File: src/shared/fld_pkg.sv
package fld_pkg;

  // Clock and time base
  localparam int CLK_MHZ  = 20;
  localparam int CLK_NS   = 50;

  // Spike suppression: a change must outlive the spike width
  localparam int SPIKE_NS = 50;
  localparam int FILT_CYC = SPIKE_NS / CLK_NS + 1;

  // Strobe timeout lengths in microseconds, one per timeout code
  localparam int TOUT0_US = 110000;
  localparam int TOUT1_US = 220000;
  localparam int TOUT2_US = 530000;
  localparam int TOUT3_US = 1100000;
  localparam int TMR_W    = 25;

  // Output voltage ceilings and ready margin, millivolts
  localparam logic [12:0] TORCH_CEIL_MV   = 13'h1194;
  localparam logic [12:0] FLASH_BASE_MV   = 13'h11C6;
  localparam logic [12:0] FLASH_STEP_MV   = 13'h0096;
  localparam logic [12:0] READY_MARGIN_MV = 13'h0064;

  // Operating mode codes
  localparam logic [1:0] MODE_TORCH_A = 2'h1;
  localparam logic [1:0] MODE_TORCH_B = 2'h2;
  localparam logic [1:0] MODE_FLASH   = 2'h3;

  // Serial bus slave address and register pointer values
  localparam logic [6:0] DEV_ADDR    = 7'h28;
  localparam logic [1:0] REG_CTRL    = 2'h0;
  localparam logic [1:0] REG_LEVEL   = 2'h1;
  localparam logic [1:0] REG_STROBE  = 2'h2;
  localparam logic [1:0] REG_STEADY  = 2'h3;

  // Synchroniser reset: bus lines idle high, all else low
  localparam logic [8:0] SYNC_RST = 9'h060;

  typedef struct packed {
    logic [1:0] mode;
    logic       keep;
    logic [1:0] gain;
    logic       spare;
    logic [1:0] tout;
  } fld_ctrl_t;

  typedef struct packed {
    logic [2:0] en;
    logic [4:0] lvl;
  } fld_cur_t;

  typedef struct packed {
    fld_ctrl_t  ctrl;
    logic [2:0] vlim;
    fld_cur_t   strobe;
    fld_cur_t   steady;
  } fld_regs_t;

  localparam fld_regs_t REGS_RST = '0;

  typedef struct packed {
    logic [2:0] en;
    logic [3:0] level;
  } fld_led_t;

  typedef enum logic [2:0] {
    ST_IDLE = 3'h0,
    ST_RX   = 3'h1,
    ST_ACK  = 3'h3,
    ST_TX   = 3'h2,
    ST_TACK = 3'h6
  } fld_i2c_st_t;

endpackage

File: src/core/fld_ctrl.sv
// Functional notes
// - Ready output high once output voltage is within 100mV of ceiling.
// - Torch operation uses a fixed 4.50V ceiling for ready.
// - Flash operation takes ceiling from the level register's top three bits.
// - Power-down input low means shutdown with all LED sources off.
// - Power-down low with retention clear zeroes every register bit.
// - Power-down low with retention set keeps every register bit unchanged.
// - Flash mode plus strobe trigger lights LEDs for one timeout period.
// - Timeout length comes from the two lowest control bits.
// - LED sources follow strobe register in flash, steady register in torch.
// - Shorted LED detected near the ceiling switches LED current off.
// - Serial clock and data spikes shorter than 50ns are ignored.
// - Serial interface is ready within 1us after undervoltage clears.
// - Controller can read registers back as well as write them.
// - Ceiling code 000 is 4.55V, plus 0.15V per step, to 5.60V.
// - Timeout codes give 0.11s, 0.22s, 0.53s and 1.10s.
// - Mode 01 and 10 are torch, 11 is flash; gain bits pass out.
module fld_ctrl #(
  parameter int unsigned TOUT0_CYC = fld_pkg::TOUT0_US * fld_pkg::CLK_MHZ,
  parameter int unsigned TOUT1_CYC = fld_pkg::TOUT1_US * fld_pkg::CLK_MHZ,
  parameter int unsigned TOUT2_CYC = fld_pkg::TOUT2_US * fld_pkg::CLK_MHZ,
  parameter int unsigned TOUT3_CYC = fld_pkg::TOUT3_US * fld_pkg::CLK_MHZ
) (
  input  wire logic              mclk_i,
  input  wire logic              rst_i,
  input  wire logic              pwr_down_n_i,
  input  wire logic              strobe_trig_i,
  input  wire logic              scl_i,
  input  wire logic              sda_i,
  input  wire logic              uvlo_i,
  input  wire logic              temp_fault_i,
  input  wire logic [2:0]        led_short_i,
  input  wire logic [12:0]       vout_mv_i,
  output logic                   sda_o,
  output logic                   sda_oe_o,
  output logic                   ready_o,
  output logic                   shutdown_o,
  output logic                   strobe_active_o,
  output logic [1:0]             pump_gain_o,
  output fld_pkg::fld_led_t      led_o
);
  import fld_pkg::*;

  logic [8:0]        meta;
  logic [8:0]        sync;
  logic              pwr_n_s, trig_s, scl_s, sda_s, uvlo_s, temp_s;
  logic [2:0]        short_s;
  logic [1:0]        raw, filt;
  logic              scl_f, sda_f, scl_d, sda_d, trig_d;
  logic              scl_rise, scl_fall, start, stop;
  fld_i2c_st_t       st, next_st;
  logic [3:0]        bitcnt, next_bit;
  logic [7:0]        sh, next_sh, rd_byte;
  logic              is_addr, next_addr, rw, next_rw, next_oe;
  logic [1:0]        ptr, next_ptr;
  fld_regs_t         regs, next_regs;
  logic              flash_mode, torch_mode, strobe_go;
  logic              active, next_active;
  logic [TMR_W-1:0]  cnt, next_cnt, sel_cyc;
  logic [12:0]       ceil_mv, thresh_mv;
  logic              led_on, next_ready;
  fld_led_t          next_led;
  fld_cur_t          src;

  // Two-flop synchronisers for every single-bit pin and analog flag
  always_ff @(posedge mclk_i or posedge rst_i) begin
    if (rst_i) begin
      meta <= SYNC_RST;
      sync <= SYNC_RST;
    end else begin
      meta <= {pwr_down_n_i, strobe_trig_i, scl_i, sda_i, uvlo_i,
               temp_fault_i, led_short_i};
      sync <= meta;
    end
  end

  assign {pwr_n_s, trig_s, scl_s, sda_s, uvlo_s, temp_s, short_s} = sync;
  assign raw   = {scl_s, sda_s};
  assign scl_f = filt[1];
  assign sda_f = filt[0];

  // Spike filter: a level must hold FILT_CYC samples to be accepted
  for (genvar g = 0; g < 2; g++) begin : g_filt
    logic [1:0] fcnt, next_fcnt;
    logic       f, next_f;
    always_comb begin
      next_f    = f;
      next_fcnt = 2'h0;
      if (raw[g] != f) begin
        if (fcnt == 2'(FILT_CYC - 1)) next_f = raw[g];
        else next_fcnt = fcnt + 2'h1;
      end
    end
    always_ff @(posedge mclk_i or posedge rst_i) begin
      if (rst_i) begin
        fcnt <= 2'h0;
        f    <= 1'b1;
      end else begin
        fcnt <= next_fcnt;
        f    <= next_f;
      end
    end
    assign filt[g] = f;
  end

  // Previous filtered bus levels and synchronised trigger level for edge and condition detection
  always_ff @(posedge mclk_i or posedge rst_i) begin
    if (rst_i) begin
      scl_d  <= 1'b1;
      sda_d  <= 1'b1;
      trig_d <= 1'b0;
    end else begin
      scl_d  <= scl_f;
      sda_d  <= sda_f;
      trig_d <= trig_s;
    end
  end

  assign scl_rise = scl_f & ~scl_d;
  assign scl_fall = ~scl_f & scl_d;
  assign start    = scl_f & scl_d & sda_d & ~sda_f;
  assign stop     = scl_f & scl_d & ~sda_d & sda_f;

  // Read-back mux; status bits reflect live state
  always_comb begin
    unique case (ptr)
      REG_CTRL:   rd_byte = regs.ctrl;
      REG_LEVEL:  rd_byte = {regs.vlim, ready_o, uvlo_s, temp_s, 2'h0};
      REG_STROBE: rd_byte = regs.strobe;
      REG_STEADY: rd_byte = regs.steady;
    endcase
  end

  // Bus slave and register file next state
  always_comb begin
    next_st   = st;
    next_bit  = bitcnt;
    next_sh   = sh;
    next_addr = is_addr;
    next_rw   = rw;
    next_ptr  = ptr;
    next_regs = regs;
    unique case (st)
      ST_IDLE: ;
      ST_RX: begin
        if (scl_rise) begin
          next_sh  = {sh[6:0], sda_f};
          next_bit = bitcnt + 4'h1;
        end else if (scl_fall && bitcnt == 4'h8) begin
          next_bit = 4'h0;
          if (is_addr) begin
            next_rw = sh[0];
            next_st = (sh[7:1] == DEV_ADDR) ? ST_ACK : ST_IDLE;
          end else begin
            next_st  = ST_ACK;
            next_ptr = ptr + 2'h1;
            unique case (ptr)
              REG_CTRL:   next_regs.ctrl   = fld_ctrl_t'(sh);
              REG_LEVEL:  next_regs.vlim   = sh[7:5];
              REG_STROBE: next_regs.strobe = fld_cur_t'(sh);
              REG_STEADY: next_regs.steady = fld_cur_t'(sh);
            endcase
          end
        end
      end
      ST_ACK: begin
        if (scl_fall) begin
          next_addr = 1'b0;
          if (is_addr && rw) begin
            next_st  = ST_TX;
            next_sh  = rd_byte;
            next_ptr = ptr + 2'h1;
          end else begin
            next_st = ST_RX;
          end
        end
      end
      ST_TX: begin
        if (scl_fall) begin
          next_sh  = {sh[6:0], 1'b0};
          next_bit = bitcnt + 4'h1;
          if (bitcnt == 4'h7) begin
            next_st  = ST_TACK;
            next_bit = 4'h0;
          end
        end
      end
      ST_TACK: begin
        if (scl_rise && sda_f) begin
          next_st = ST_IDLE;
        end else if (scl_fall) begin
          next_st  = ST_TX;
          next_sh  = rd_byte;
          next_ptr = ptr + 2'h1;
        end
      end
      default: next_st = ST_IDLE;
    endcase
    if (start) begin
      next_st   = ST_RX;
      next_bit  = 4'h0;
      next_addr = 1'b1;
      next_ptr  = REG_CTRL;
    end
    // Held idle in lockout so the slave is ready as soon as it clears
    if (stop || uvlo_s) next_st = ST_IDLE;
    // Shutdown freezes or wipes the registers, bus writes lose
    if (!pwr_n_s) begin
      next_regs = regs.ctrl.keep ? regs : REGS_RST;
    end
    next_oe = (next_st == ST_ACK) || (next_st == ST_TX && !next_sh[7]);
  end

  always_ff @(posedge mclk_i or posedge rst_i) begin
    if (rst_i) begin
      st       <= ST_IDLE;
      bitcnt   <= 4'h0;
      sh       <= 8'h00;
      is_addr  <= 1'b0;
      rw       <= 1'b0;
      ptr      <= REG_CTRL;
      regs     <= REGS_RST;
      sda_oe_o <= 1'b0;
    end else begin
      st       <= next_st;
      bitcnt   <= next_bit;
      sh       <= next_sh;
      is_addr  <= next_addr;
      rw       <= next_rw;
      ptr      <= next_ptr;
      regs     <= next_regs;
      sda_oe_o <= next_oe;
    end
  end

  // Mode decode and timeout selection
  assign flash_mode = (regs.ctrl.mode == MODE_FLASH);
  assign torch_mode = (regs.ctrl.mode == MODE_TORCH_A) ||
                      (regs.ctrl.mode == MODE_TORCH_B);
  assign strobe_go  = flash_mode && pwr_n_s && trig_s && !trig_d &&
                      !active;

  always_comb begin
    unique case (regs.ctrl.tout)
      2'h0: sel_cyc = TMR_W'(TOUT0_CYC);
      2'h1: sel_cyc = TMR_W'(TOUT1_CYC);
      2'h2: sel_cyc = TMR_W'(TOUT2_CYC);
      2'h3: sel_cyc = TMR_W'(TOUT3_CYC);
    endcase
  end

  // Strobe timer; leaving flash mode or shutdown aborts it
  always_comb begin
    next_active = active;
    next_cnt    = cnt;
    if (!flash_mode || !pwr_n_s) begin
      next_active = 1'b0;
      next_cnt    = '0;
    end else if (strobe_go) begin
      next_active = 1'b1;
      next_cnt    = sel_cyc;
    end else if (active) begin
      next_cnt = cnt - TMR_W'(1);
      if (cnt == TMR_W'(1)) next_active = 1'b0;
    end
  end

  always_ff @(posedge mclk_i or posedge rst_i) begin
    if (rst_i) begin
      active <= 1'b0;
      cnt    <= '0;
    end else begin
      active <= next_active;
      cnt    <= next_cnt;
    end
  end

  // Ready threshold and LED drive selection
  always_comb begin
    ceil_mv    = flash_mode ? FLASH_BASE_MV + 13'(regs.vlim) * FLASH_STEP_MV
                            : TORCH_CEIL_MV;
    thresh_mv  = ceil_mv - READY_MARGIN_MV;
    next_ready = pwr_n_s && (vout_mv_i >= thresh_mv);
    src        = flash_mode ? regs.strobe : regs.steady;
    // Any short cuts every channel: channels may be tied together
    led_on     = pwr_n_s && (short_s == 3'h0) &&
                 (torch_mode || (flash_mode && active));
    next_led.en    = led_on ? {src.en[0], src.en[1], src.en[2]} : 3'h0;
    next_led.level = !led_on   ? 4'h0 :
                     flash_mode ? {1'b0, src.lvl[4:2]} : src.lvl[4:1];
  end

  always_ff @(posedge mclk_i or posedge rst_i) begin
    if (rst_i) begin
      ready_o         <= 1'b0;
      led_o           <= '0;
      shutdown_o      <= 1'b1;
      strobe_active_o <= 1'b0;
      pump_gain_o     <= 2'h0;
      sda_o           <= 1'b0;
    end else begin
      ready_o         <= next_ready;
      led_o           <= next_led;
      shutdown_o      <= !pwr_n_s;
      strobe_active_o <= next_active;
      pump_gain_o     <= regs.ctrl.gain;
      sda_o           <= 1'b0;
    end
  end
endmodule // fld_ctrl

File: config.mk
export PLATFORM = sky130hd
export DESIGN_NAME = fld_ctrl
export DESIGN_NICKNAME = d
export VERILOG_FILES = /design/src/shared/fld_pkg.sv /design/src/core/fld_ctrl.sv
export SDC_FILE = /design/constraint.sdc
export NUM_CORES = 1
export LEC_CHECK = 0
export BUFFER_PORTS_ARGS = -buffer_cell sky130_fd_sc_hd__buf_4
export CORE_MARGIN = 2
export CORE_UTILIZATION = 35
export CTS_BUF_LIST = sky130_fd_sc_hd__clkbuf_8 sky130_fd_sc_hd__clkbuf_16
export DETAILED_ROUTE_END_ITERATION = 8
export HOLD_SLACK_MARGIN = 0.02
export PLACE_DENSITY = 0.61
export SLEW_MARGIN = 20
export SYNTH_ARGS = -nofsm -noshare
export SYNTH_HDL_FRONTEND = slang
export SYNTH_SLANG_ARGS = --single-unit
File: constraint.sdc
create_clock -name mclk_i -period 6 [get_ports mclk_i]
set_input_delay 1.2 -clock mclk_i [delete_from_list [all_inputs] [get_ports mclk_i]]
set_output_delay 1.2 -clock mclk_i [all_outputs]
set_load 0.005 [all_outputs]
==> results.cfg <==
[outcome]
run_status = completed

[detailed_routing]
first_pass_iters = 7
vias_per_cell = 5.32
route.vias.total = 4797
avgRoutedWirePerCell_um = 15.2
finalWirelength_mm = 13.7
antenna_left = 0
drtIter0Drc = 252
drcViolationCount = 0

[worst_setup_path]
reg2reg_slack_ns = 1.68
path_class = reg2reg
worstSetupEndpointType = flop
critPathMaxFanout = 8
critPathLaunchType = flop
required_ns = 6.26
crit_arrival_ns = 4.58

[global_route]
antenna_found_initial = 0
grt_pass1_wl_mm = 22.9
grt_max_degree = 73
grt_pass1_vias = 4718
overflow = 0
grt_usage = 0.156

[synth]
synthArstFlopShare = 1.00
synth_edf_count = 0
yosysWarnings = 0
ys_ff_latch = 111
synth_ff_type = dfrtp_1
synth_cell_types = 71
synth_area_um2 = 6040
syn_avg_cell_area_um2 = 9.38
syn_inst = 644
yosysSeqAreaShare = 0.462

[floorplan]
die_y_um = 135
num_rows = 48
die_w_um = 135
ios = 38
dieArea_um2 = 18300
initial_utilization = 0.354
core_um2 = 17100

[layout]
layoutNonFillerInstCount = 902
layout.core_utilization = 0.401
antenna_cells = 0
fin_area_um2 = 6840
area_delta_synth_final_pct = 13.3
final_nets = 731
drive_above_1_share = 0.130

[placed_design]
io_buffer_count = 36
dp_cells = 886
placed_cell_area_um2 = 6500
gp_congestion = 0.896
hpwlAfterDp_mm = 9.89

[sta]
period_minus_slack_ns = 4.32
slew_violations = 0
holdWs_ns = 0.350
max_freq_ghz = 0.231
fin_crit_sh = 0.721
setup_viol = 0
tns_ns = 0
rsz0062_at_grt = false
worst_pin_slew_ns = 1.00
finalHoldViolCount = 0
fin_worst_skew_ns = 0.00979
relSlewSlack = 0.333

[power_and_ir_drop]
p_per_area_nw_per_um2 = 279
cellLeakagePower_nw = 2.92
vdd_drop_max_v = 0.000188

[clock_network]
clkLatencyLatePin_ns = 0.36
ctsResizeCount = 0
hold_buffers = 0
cts_sinks = 111
cts_tree = yes
clockBufferDepth = 2
htreeDepth = 3
post-cts-setup-buffers = 0
root_buffer = clkbuf_16
clk_pin_slew_ns = 0.08
numCtsBuffers = 9

[min_path]
hold_class = reg2reg

[job]
drv_cap = 0
cell families after synthesis:
logic type	count (synthesis)	synth area share
xor gates and xnor gates	18	0.0261
DFF	111	0.462
muxes	12	0.0207
AOI/OAI and AO/OA	199	0.201
and+or+nand+nor	210	0.175
buffers and inverters	58	0.0414
adders and majority gates	35	0.0737
other	1	0.000621
report_power, final:
part | internal, W | total, W | switching [W]
sequential | 0.000857 | 0.000955 | 0.0000974
combinational | 0.000121 | 0.000294 | 0.000173
clock | 0.000381 | 0.000658 | 0.000277
total | 0.00136 | 0.00191 | 0.000547
cell usage after synthesis (9+ instances only):
master | n | area (um2)
a21oi_1 | 52 | 260
clkbuf_1 | 14 | 52.6
dfrtp_1 | 102 | 2550
dfstp_2 | 9 | 236
ha_1 | 34 | 425
inv_1 | 35 | 131
nand2_1 | 80 | 300
nand3_1 | 12 | 60.1
nor2_1 | 41 | 154
nor2b_1 | 11 | 68.8
nor3_1 | 13 | 65.1
o21ai_0 | 66 | 330
o21ai_1 | 23 | 115
xnor2_1 | 11 | 96.3
metal layers:
metal | wire length [um] | GRT usage | vias up
met5 | 0 | 0 | -
met4 | 240 | 0.0538 | 0
met3 | 590 | 0.0348 | 17
met2 | 6670 | 0.258 | 109
met1 | 6170 | 0.201 | 2317
li1 | - | - | 2354
final timing paths:
path | start | end | cells after the start
worst max-delay path | regs[18] | ready_o | 15
worst min-delay path | meta[3] | sync[3] | 0
worst max register to register | regs[18] | ready_o | 15
worst min register to register | meta[3] | sync[3] | 0
max in group asynchronous | rst_i | shutdown_o | 3
min in group asynchronous | rst_i | pump_gain_o[0] | 2
through the flow:
stage,total power (W),setup WS [ns]
floorplan,0.00117,1.88
global route,0.00201,1.35
CTS,0.00193,1.67
detailed placement,0.00127,1.68
global placement,0.00125,1.85
finish,0.00191,1.68
registers in the layout, summed over array words and instances, names as in the netlist, 2 cells and up:
name         count
bitcnt           4
cnt             25
g_filt.f         2
g_filt.fcnt      4
led_o            7
meta             9
ptr              2
pump_gain_o      2
regs            27
sh               8
st               3
sync             9
area by class of cell:
type	count	area [um2]
fill	1703	10200
multi-input combinational	476	3020
sequential	111	2790
timing repair buffer	39	293
tap	225	282
clock buffer	10	239
inverter	35	134
clock inverter	6	90.1
critical path, stage by stage, from the launching register on:
cell	delay (ns)
dfrtp_1	0.48
ha_1	0.32
ha_1	0.21
inv_1	0.07
fa_1	0.48
nor3b_1	0.42
xnor2_1	0.20
nand2_1	0.09
or2_1	0.27
o211ai_1	0.19
nor2_1	0.09
a2111o_1	0.43
ha_1	0.31
nand4_1	0.11
o311a_1	0.30
a221oi_1	0.28
cell usage in the layout, fill, tap and decap left out, types with 12 or more instances in the layout:
| cell type | synthesis | final |
|---|---|---|
| ha_1 | 34 | 34 |
| nor3_1 | 13 | 13 |
| buf_4 | 2 | 39 |
| dfrtp_1 | 102 | 102 |
| inv_1 | 35 | 35 |
| nand3_1 | 12 | 12 |
| a21oi_1 | 52 | 50 |
| nand2_1 | 80 | 80 |
| nor2_1 | 41 | 40 |
| o21ai_0 | 66 | 66 |
| o21ai_1 | 23 | 23 |
No activity file was read; power rests on OpenSTA's default activity.
